<file path="src/verilog/lcdmc_pkg.sv">
// Package with register layout, memory geometry and timing constants for the LCD memory block.
package lcdmc_pkg;

  // Display memory geometry.
  localparam int unsigned MEM_WORDS       = 48;
  localparam logic [7:0]  MEM_FIRST_ADDR  = 8'h00;
  localparam logic [7:0]  MEM_LAST_ADDR   = 8'h2f;
  localparam logic [7:0]  MEM_SECTOR      = 8'h04;

  // Sub-clock dividers.
  localparam int unsigned LCD_CLK_DIV     = 8;
  localparam int unsigned PUMP_DIV_MAX    = 128;

  // Register selectors on the special-register port.
  localparam logic [1:0]  SEL_WAVE_BIAS   = 2'h0;
  localparam logic [1:0]  SEL_PUMP_POWER  = 2'h1;
  localparam logic [1:0]  SEL_DUTY_BIAS   = 2'h2;

  // Implemented-bit masks and reset values.
  localparam logic [7:0]  WAVE_BIAS_MASK  = 8'hf7;
  localparam logic [7:0]  PUMP_POWER_MASK = 8'h0b;
  localparam logic [7:0]  DUTY_BIAS_MASK  = 8'he7;
  localparam logic [7:0]  WAVE_BIAS_RST   = 8'h00;
  localparam logic [7:0]  PUMP_POWER_RST  = 8'h00;
  localparam logic [7:0]  DUTY_BIAS_RST   = 8'h00;

  // Field positions in the first control register.
  localparam int unsigned WB_TYPE_BIT     = 7;
  localparam int unsigned WB_METHOD_BIT   = 6;
  localparam int unsigned WB_CPWR_LSB     = 4;
  localparam int unsigned WB_CURR_LSB     = 1;
  localparam int unsigned WB_ENABLE_BIT   = 0;
  // Field positions in the pump register.
  localparam int unsigned PP_SUPPLY_BIT   = 3;
  localparam int unsigned PP_VOLT_LSB     = 0;
  // Field positions in the third register.
  localparam int unsigned DB_PCK_LSB      = 5;
  localparam int unsigned DB_DUTY_LSB     = 1;
  localparam int unsigned DB_BIAS_BIT     = 0;

  typedef enum logic [1:0] {
    LCDMC_DUTY_4   = 2'b00,
    LCDMC_DUTY_6   = 2'b01,
    LCDMC_DUTY_8   = 2'b10,
    LCDMC_DUTY_BAD = 2'b11
  } lcdmc_duty_t;

  // Decoded configuration handed to the analog and waveform sections.
  typedef struct packed {
    logic        display_on;
    logic        wave_type_b;
    logic        bias_method_select;
    logic        cap_pump_on;
    logic [1:0]  cap_power_source;
    logic [1:0]  res_bias_current;
    logic        res_pump_on;
    logic [1:0]  pump_voltage_select;
    lcdmc_duty_t duty_select;
    logic        quarter_bias;
  } lcdmc_cfg_t;

  // CPU access to the display memory.
  typedef struct packed {
    logic       direct;
    logic       indirect;
    logic [7:0] sector;
    logic [7:0] addr;
    logic       wr;
    logic [7:0] wdata;
  } lcdmc_cpu_req_t;

endpackage

</file>
<file path="src/verilog/lcdmc_top.sv">
// Display memory, control registers and clock dividers of the segment LCD driver.
`timescale 1ns/1ns

module lcdmc_top #(
  parameter int unsigned MEM_DEPTH = 48
) (
  // Clock and reset.
  input  wire logic                    ref_clk_i,
  input  wire logic                    reset_n_i,
  // Power mode and sub-clock, from outside this clock domain.
  input  wire logic                    sleep_i,
  input  wire logic                    sub_clk_i,
  // Control register port.
  input  wire logic                    reg_wr_i,
  input  wire logic [1:0]              reg_sel_i,
  input  wire logic [7:0]              reg_wdata_i,
  output logic      [7:0]              reg_rdata_o,
  // CPU display memory port.
  input  wire lcdmc_pkg::lcdmc_cpu_req_t cpu_req_i,
  output logic      [7:0]              cpu_rdata_o,
  output logic                         cpu_hit_o,
  // Driver scan port.
  input  wire logic [5:0]              scan_addr_i,
  output logic      [7:0]              scan_data_o,
  // Decoded configuration and clocks.
  output lcdmc_pkg::lcdmc_cfg_t        cfg_o,
  output logic                         lcd_reset_o,
  output logic                         lcd_clk_tick_o,
  output logic                         pump_clk_tick_o
);
  import lcdmc_pkg::*;

  // The address decode covers exactly the fixed window, so the depth cannot differ from it.
  if (MEM_DEPTH != MEM_WORDS)
  begin
    $error("lcdmc_top: MEM_DEPTH must equal the decoded window size");
  end

  logic [7:0] wave_bias_q;
  logic [7:0] pump_power_q;
  logic [7:0] duty_bias_q;
  logic [7:0] mem_q [MEM_DEPTH];
  logic [1:0] sleep_sync_q;
  logic [1:0] sub_sync_q;
  logic       sub_prev_q;
  logic [2:0] lcd_div_q;
  logic [6:0] pump_div_q;
  logic       lcd_run;
  logic       sub_rise;
  logic       cpu_hit;
  logic [7:0] duty_mask;
  logic [6:0] pump_tap;

  // Byte mask of the commons that exist in the selected duty.
  function automatic logic [7:0] duty_bits(input logic [1:0] duty);
    unique case (duty)
      LCDMC_DUTY_4: duty_bits = 8'h0f;
      LCDMC_DUTY_6: duty_bits = 8'h3f;
      LCDMC_DUTY_8: duty_bits = 8'hff;
      default:      duty_bits = 8'h0f;
    endcase
  endfunction

  assign duty_mask = duty_bits(duty_bias_q[DB_DUTY_LSB +: 2]);

  // Control registers; masked so unimplemented bits never hold a one.
  always_ff @(posedge ref_clk_i)
  begin
    if (!reset_n_i)
    begin
      wave_bias_q  <= WAVE_BIAS_RST;
      pump_power_q <= PUMP_POWER_RST;
      duty_bias_q  <= DUTY_BIAS_RST;
    end
    else if (reg_wr_i)
    begin
      unique case (reg_sel_i)
        SEL_WAVE_BIAS:  wave_bias_q  <= reg_wdata_i & WAVE_BIAS_MASK;
        SEL_PUMP_POWER: pump_power_q <= reg_wdata_i & PUMP_POWER_MASK;
        SEL_DUTY_BIAS:  duty_bias_q  <= reg_wdata_i & DUTY_BIAS_MASK;
        default:        ;
      endcase
    end
  end

  always_comb
  begin
    unique case (reg_sel_i)
      SEL_WAVE_BIAS:  reg_rdata_o = wave_bias_q;
      SEL_PUMP_POWER: reg_rdata_o = pump_power_q;
      SEL_DUTY_BIAS:  reg_rdata_o = duty_bias_q;
      default:        reg_rdata_o = 8'h00;
    endcase
  end

  // Sleep and the sub-clock arrive asynchronously to the reference clock.
  always_ff @(posedge ref_clk_i)
  begin
    if (!reset_n_i)
    begin
      sleep_sync_q <= 2'h0;
      sub_sync_q   <= 2'h0;
      sub_prev_q   <= 1'b0;
    end
    else
    begin
      sleep_sync_q <= {sleep_sync_q[0], sleep_i};
      sub_sync_q   <= {sub_sync_q[0], sub_clk_i};
      sub_prev_q   <= sub_sync_q[1];
    end
  end

  assign sub_rise = sub_sync_q[1] & ~sub_prev_q;
  assign lcd_run  = wave_bias_q[WB_ENABLE_BIT] & ~sleep_sync_q[1];
  assign lcd_reset_o = ~lcd_run;

  // The driver section holds its commons and segments low while this is high.
  always_ff @(posedge ref_clk_i)
  begin
    if (!reset_n_i || !lcd_run)
      lcd_div_q <= 3'h0;
    else if (sub_rise)
      lcd_div_q <= lcd_div_q + 3'h1;
  end

  assign lcd_clk_tick_o = sub_rise && lcd_div_q == 3'(LCD_CLK_DIV - 1) && lcd_run;

  // Pump divider: code c divides by 128 >> c, with the top code equal to /2.
  always_ff @(posedge ref_clk_i)
  begin
    if (!reset_n_i || !lcd_run)
      pump_div_q <= 7'h00;
    else if (sub_rise)
      pump_div_q <= pump_div_q + 7'h01;
  end

  always_comb
  begin
    pump_tap = 7'h00;
    unique case (duty_bias_q[DB_PCK_LSB +: 3])
      3'h0: pump_tap = 7'(PUMP_DIV_MAX - 1);
      3'h1: pump_tap = 7'h3f;
      3'h2: pump_tap = 7'h1f;
      3'h3: pump_tap = 7'h0f;
      3'h4: pump_tap = 7'h07;
      3'h5: pump_tap = 7'h03;
      3'h6: pump_tap = 7'h01;
      3'h7: pump_tap = 7'h01;
    endcase
  end

  assign pump_clk_tick_o = sub_rise && lcd_run && wave_bias_q[WB_METHOD_BIT]
                           && ((pump_div_q & pump_tap) == pump_tap);

  // Decoded configuration; analog enables fall when the display is off.
  always_comb
  begin
    cfg_o.display_on          = lcd_run;
    cfg_o.wave_type_b         = wave_bias_q[WB_TYPE_BIT];
    cfg_o.bias_method_select  = wave_bias_q[WB_METHOD_BIT];
    cfg_o.cap_pump_on         = wave_bias_q[WB_METHOD_BIT] & lcd_run;
    cfg_o.cap_power_source    = wave_bias_q[WB_CPWR_LSB +: 2];
    cfg_o.res_bias_current    = wave_bias_q[WB_CURR_LSB +: 2];
    cfg_o.res_pump_on         = pump_power_q[PP_SUPPLY_BIT]
                                & ~wave_bias_q[WB_METHOD_BIT] & lcd_run;
    cfg_o.pump_voltage_select = pump_power_q[PP_VOLT_LSB +: 2];
    cfg_o.duty_select         = lcdmc_duty_t'(duty_bias_q[DB_DUTY_LSB +: 2]);
    cfg_o.quarter_bias        = duty_bias_q[DB_BIAS_BIT];
  end

  // Only sector 4 through a pointer, or the direct extended form, reaches memory.
  assign cpu_hit = (cpu_req_i.direct
                    || (cpu_req_i.indirect && cpu_req_i.sector == MEM_SECTOR))
                   && cpu_req_i.addr >= MEM_FIRST_ADDR
                   && cpu_req_i.addr <= MEM_LAST_ADDR;
  assign cpu_hit_o = cpu_hit;

  // One write port, two registered read ports: scan and CPU never wait.
  always_ff @(posedge ref_clk_i)
  begin
    if (cpu_hit && cpu_req_i.wr)
      mem_q[cpu_req_i.addr[5:0]] <= cpu_req_i.wdata & duty_mask;
  end

  // Unwritten memory content is undefined until software fills it.
  always_ff @(posedge ref_clk_i)
  begin
    if (!reset_n_i)
    begin
      cpu_rdata_o <= 8'h00;
      scan_data_o <= 8'h00;
    end
    else
    begin
      cpu_rdata_o <= cpu_hit ? (mem_q[cpu_req_i.addr[5:0]] & duty_mask) : 8'h00;
      if (!lcd_run)
        scan_data_o <= 8'h00;
      else if (32'(scan_addr_i) < MEM_DEPTH)
        scan_data_o <= mem_q[scan_addr_i] & duty_mask;
      else
        scan_data_o <= 8'h00;
    end
  end

endmodule

</file>
<file path="config.mk">
export PLATFORM = sky130hd
export DESIGN_NAME = lcdmc_top
export DESIGN_NICKNAME = d
export VERILOG_FILES = /design/src/verilog/lcdmc_pkg.sv /design/src/verilog/lcdmc_top.sv
export SDC_FILE = /design/constraint.sdc
export NUM_CORES = 1
export LEC_CHECK = 0
export BUFFER_PORTS_ARGS = -buffer_cell sky130_fd_sc_hd__buf_4
export CORE_AREA = 2 2 214 195
export DETAILED_ROUTE_END_ITERATION = 16
export DIE_AREA = 0 0 216 197
export GPL_TIMING_DRIVEN = 0
export PLACE_DENSITY = 0.67
export SETUP_SLACK_MARGIN = 0.02
export SLEW_MARGIN = 20
export SYNTH_ARGS = -nofsm -noshare
export SYNTH_HDL_FRONTEND = slang
export SYNTH_SLANG_ARGS = --single-unit
export TNS_END_PERCENT = 50
</file>
<file path="constraint.sdc">
create_clock -name ref_clk_i -period 3.1 [get_ports ref_clk_i]
set_input_delay 0.155 -clock ref_clk_i [delete_from_list [all_inputs] [get_ports ref_clk_i]]
set_output_delay 0.155 -clock ref_clk_i [all_outputs]
set_load 0.02 [all_outputs]
</file>
### Word level (Yosys, flattened, before mapping)

Memories as Yosys holds them, arrays and structs flattened. A register that Yosys moved wholly into a read port is not among the register bits.
Cells that the tools add are included.

* register bits: 47
* bits in latches: 0
* bits in writable memories: 384
* ROM bits: 48
* input bits: 48
* output and inout port bits: 42
* logic and storage cells: 62
* memories: 2

Memories
* mem_q: words 48, bits a word 8, rd ports 2, clocked after memory_dff 0, wr ports 1, line lcdmc_top.sv:42 `logic [7:0] mem_q [MEM_DEPTH];`
* (name not given): words 8, bits a word 6, rd ports 1, clocked after memory_dff 1, wr ports 0, line lcdmc_top.sv:140 `unique case (duty_bias_q[DB_PCK_LSB +: 3])`

* add/subtract/negate cells: 2
* multiply operators: 0
* div/mod/pow operators: 0
* magnitude comparators: 3
* eq/ne operators: 7
* shifts and indexed selects: 0
* multiplexer cells: 6
* bitwise operators: 13
* reduce and logical (&&, ||, !) cells: 19

Operators with widths (number)
* $and A8 B8 Y8: 3
* $pmux W8 S3: 1
* $pmux W8 S2: 1
* $logic_and A1 B1 Y1: 9
* $eq A8 B3 Y1 const B: 1
* $ge A8 B1 Y1 const B: 1
* $le A8 B6 Y1 const B: 1
* $reduce_and A2 Y1: 4
* $add A7 B1 Y7 const B: 1
* $and A7 B7 Y7: 1
* $eq A7 B7 Y1: 1
* $lt A6 B6 Y1 const B: 1
* $mux W3: 2
* $and A1 B1 Y1: 5
* $eq A2 B1 Y1 const B: 2
* $eq A2 B2 Y1 const B: 2
* $not A1 Y1: 4
* $add A3 B1 Y3 const B: 1
* $eq A3 B3 Y1 const B: 1
* $reduce_and A3 Y1: 1
* $logic_not A1 Y1: 2
* $logic_not A2 Y1: 1
* $logic_or A1 B1 Y1: 2
* $mux W1: 2

### Logic depth before layout (Yosys ltp)

* word-level depth: 8
* depth in mapped cells: 10
* gate-level depth less buffers: 6

### Worst setup path after synthesis

OpenSTA, ideal clock, no wires.

* path type: input port to flip-flop
* from: input port cpu_req_i[21] in the netlist's numbering
* to: memory mem_q[36][0], enable pin
* setup time: 0.339 ns
* arrival: 2.158 ns
* data required time: 2.761 ns
* path slack: 0.603 ns
* cell stages on the path: 8
* buffers on the path: 2
* cell sequence: nor4b_2 -> a41oi_1 -> a2111oi_4 -> and2_1 -> buf_4 -> or4b_1 -> buf_4 -> nor2_2

* longest elaborated chain between the ends: 8

Ends and longest elaborated chain
* start, declared: line lcdmc_top.sv:19 `input wire lcdmc_pkg::lcdmc_cpu_req_t cpu_req_i,`
* $eq A8 B3 Y1: line lcdmc_top.sv:173 `|| (cpu_req_i.indirect && cpu_req_i.sector == MEM_SECTOR))`
* $logic_and A1 B1 Y1: line lcdmc_top.sv:173
* $logic_or A1 B1 Y1: line lcdmc_top.sv:173
* $logic_and A1 B1 Y1: line lcdmc_top.sv:174 `&& cpu_req_i.addr >= MEM_FIRST_ADDR`
* $logic_and A1 B1 Y1: line lcdmc_top.sv:175 `&& cpu_req_i.addr <= MEM_LAST_ADDR;`
* via cpu_hit_o: line lcdmc_top.sv:21 `output logic cpu_hit_o,`
* $logic_and A1 B1 Y1: line lcdmc_top.sv:181 `if (cpu_hit && cpu_req_i.wr)`
* $mux W1: line lcdmc_top.sv:181
* $mux W1 (implied by the code): line lcdmc_top.sv:182 `mem_q[cpu_req_i.addr[5:0]] <= cpu_req_i.wdata & duty_mask;`
* end, declared: line lcdmc_top.sv:42

The timed path passes the listed nets, and every way through them passes these cells.

### Worst setup path after layout

* from: input port cpu_req_i[10] in the netlist's numbering
* to: memory mem_q[19][1], enable pin

* longest elaborated chain between the ends: 6
* elaborated cells on any way between the ends: 7
* those cells by class: 2 x order compare; 2 x mux; 3 x reduce/logical

Ends and longest elaborated chain (line)
* $ge A8 B1 Y1: lcdmc_top.sv:174
* $logic_and A1 B1 Y1: lcdmc_top.sv:174
* $logic_and A1 B1 Y1: lcdmc_top.sv:175
* $logic_and A1 B1 Y1: lcdmc_top.sv:181
* $mux W1: lcdmc_top.sv:181
* $mux W1 (implied by the code): lcdmc_top.sv:182

Several ways; a longest one is shown, not always the timed one.

==> out/results.tsv <==
stage	metric	value	unit
job	cap_viol_max_count	0	
floorplan	chipWidth	216	um
sta	setup_ws	-0.1368	ns
cts	tritoncts_clock_tree	yes	
critical_path	worst_reg2reg_path_startpoint	mem_q[0][5]	
power	vdd.ir_drop.worst	0.0004835	V
cts	clk_transition_reported_paths	0.06	ns
floorplan	num_rows	70	
finish	syn_to_final_growth	16.00	%
cts	clock_insertion_delay_worst_skew	0.59	ns
sta	period_share	104.4	%
floorplan	floorplan.die_area	42550	um^2
detailed_routing	routed_wl	72710	um
synth	synth.lib_cells_used.distinct	58	
detailed_routing	antenna_violating_nets_post_route	0	
cts	numCtsBuffers	45	
finish	mostFrequentLayoutCells	384 x sky130_fd_sc_hd__edfxtp_1, 139 x sky130_fd_sc_hd__mux4_2, 95 x sky130_fd_sc_hd__buf_4, 59 x sky130_fd_sc_hd__mux2_2	
synth	synth_nets	1318	
sta	fin_crit	3.237	ns
sta	slew_viol_final	0	
cts	htree_levels	2	
synth	synth_flop_cell	sky130_fd_sc_hd__edfxtp_1	
power	p_leak	0.007436	uW
floorplan	io_pins	90	
critical_path	critPathCaptureType	register	
synth	syn-instance-count	1266	
sta	max_slew_margin	18.65	%
synth	synthArstFlopShare	0	%
global_routing	global_route_wire_length_before_repair	100900	um
detailed_routing	drc_errors	0	
worst_hold_path	holdCritPathClass	in2reg	
synth	synth.avg_cell_area	16.00	um^2
floorplan	floorplan.core_area	40290	um^2
placed_design	place.detailed.hpwl	49070	um
sta	total_of_endpoints_with_negative_setup_slack_in_the_final_report	59	
sta	finalHoldViolCount	0	
detailed_routing	routed-via-count	13978	
critical_path	timing.critical_path.required	3.31	ns
critical_path	critical_path.cell_chain	clkbuf_1 -> and2_1 -> clkbuf_1 -> clkbuf_1 -> nand2_1 -> nor2_1	
finish	final_common_cell	sky130_fd_sc_hd__edfxtp_1	
critical_path	startpoint	cpu_req_i[10]	
critical_path	criticalPathCategory	in2reg	
placed_design	gp_routability_congestion	1.037	
finish	antenna-diode-count	0	
synth	synth.ff_latch_count	437	
synth	synth_warnings	0	
critical_path	reg2reg_setup_slack	0.46	ns
global_routing	grt_pass1_vias	13437	
critical_path	timing.critical_path.mode_cell	sky130_fd_sc_hd__clkbuf_1	
critical_path	cp_slowest_cell	sky130_fd_sc_hd__nor2_1	
critical_path	rr_endpoint	scan_data_o[5]	
global_routing	grt_max_degree	49	
synth	number_of_synthesized_flops_with_an_enable_pin	384	
critical_path	cp_slowest_stage_delay	0.92	ns
placed_design	port_buffers	80	
global_routing	overflow	0	
critical_path	arrival	3.45	ns
detailed_routing	drt_pass1_iterations	6	
power	power_per_cell_area	567.2	nW/um^2
detailed_routing	post_drt_wl_per_cell	36.59	um
synth	synth_seq_area_share	62.15	%
sta	max_slew.worst_pin.slew	1.216	ns
sta	tns	-4.837	ns
synth	mappedNetlistArea	20260	um^2
critical_path	worst_reg2reg_path_depth	5	
worst_hold_path	worstHoldStart	cpu_req_i[5]	
outcome	outcome	complete, but fails checks	
sta	timing.fmax	309.0	MHz
cts	cts_max_path_buffers	3	
power	p_total	13330	uW
cts	clock_sinks	437	
detailed_routing	dr.first_iter.drc_count	2387	
floorplan	floorplan.die.height	197	um
critical_path	worst_setup_path_start_kind	primary input	
outcome	failing_checks	setup timing	
critical_path	critical_path.endpoint	mem_q[19][1]	
finish	final_layout_size_suffix_gt1_share	31.31	%
sta	fin_skew	0.02166	ns
cts	cts-root-buf	sky130_fd_sc_hd__clkbuf_16	
floorplan	initial_cell_density_of_the_core	50.29	%
critical_path	max_fanout_on_critical_path	10	
sta	grt_setup_unrepaired	true	
global_routing	grt.total_usage	34.45	%
detailed_routing	routed_via_density	7.035	
global_routing	grt_antenna_before_repair	1	
worst_hold_path	hold_depth	2	
finish	finish.net_count	1463	
==> registers in the layout, summed over array words and instances (netlist names), 2 cells and up <==
| signal | cells |
|---|---|
| mem_q | 384 |
| cpu_rdata_o | 8 |
| scan_data_o | 8 |
| pump_div_q | 7 |
| wave_bias_q | 7 |
| duty_bias_q | 6 |
| pump_tap | 6 |
| lcd_div_q | 3 |
| pump_power_q | 3 |
| sleep_sync_q | 2 |
| sub_sync_q | 2 |
==> critical path: cells and delay by family <==
family / cells / cell delay [ns]
simple gates: 3 / 1.69
buf+inv: 3 / 1.57
==> worst min-delay path by stage <==
stage	endpoint	slack (ns)
detailed placement	sub_sync_q[0]	0.37
CTS	mem_q[16][0]	0.06
global placement	sub_sync_q[0]	0.37
finish	mem_q[0][5]	0.08
floorplan	mem_q[0][0]	0.25
global route	mem_q[7][5]	0.07
==> through the flow <==
step	area [um^2]	std cells	hold slack [ns]	setup slack, ns	util [%]
floorplan	20260	1266	0.2539	0.6034	-
global placement	21540	1886	0.3664	-1.075	53.45
detailed placement	21660	1890	0.3687	-1.146	53.77
CTS	23460	1987	0.06038	-0.1195	58.22
global route	23500	1987	0.07042	-0.03214	58.33
finish	23500	1987	0.07657	-0.1368	58.33
==> synthesized netlist by cell type, drive strengths merged (26+ instances only) <==
master,n,area [um^2]
nor2b,34,212.7
a22oi,27,202.7
buf,58,316.6
edfxtp,384,11530
a221oi,37,324.1
mux2,59,664.4
a21oi,30,150.1
o21ai,26,130.1
mux2i,53,530.5
nand2,51,191.4
mux4,139,3131
dfxtp,53,1061
nor2,93,369.1
clkbuf,46,172.7
==> area by class of cell <==
class | instances | area, um^2
well taps | 540 | 675.6
multi-input cells | 711 | 7276
repair buffers | 98 | 843.3
fillers | 3124 | 16790
clock buffers | 51 | 1191
flip-flops and latches | 437 | 12590
inverters | 14 | 56.30
clock inverters | 32 | 349.1
plain buffers | 104 | 516.7
==> cell families after synthesis <==
group / Yosys count / synth area share, %
AND/OR/NAND/NOR: 241 / 5.774
AO/OA/AOI/OAI: 208 / 7.498
flip-flops: 437 / 62.15
adder cells (fa/ha/maj): 4 / 0.2470
XOR/XNOR: 7 / 0.3026
multiplexers: 251 / 21.35
buffers and inverters: 118 / 2.674
==> per-layer routing <==
metal,global-route usage (%),vias up,part of all wire [%]
li1,-,5448,-
met5,0,-,0.015
met4,15.32,2,5.1
met3,12.96,243,16
met1,47.89,7066,37
met2,48.54,1219,42
==> report_power, final <==
part | internal (uW) | switching (uW)
sequential | 6390 | 9.97
combinational | 409 | 773
clock | 3420 | 2330
==> timing repair <==
item,CTS,global route
hold buffers,14,0
hold endpoints to repair,18,0
resized for setup,37,17
endpoints found under the setup margin,290,89
buffers inserted,0,0
(Power assumes the default switching activity.)
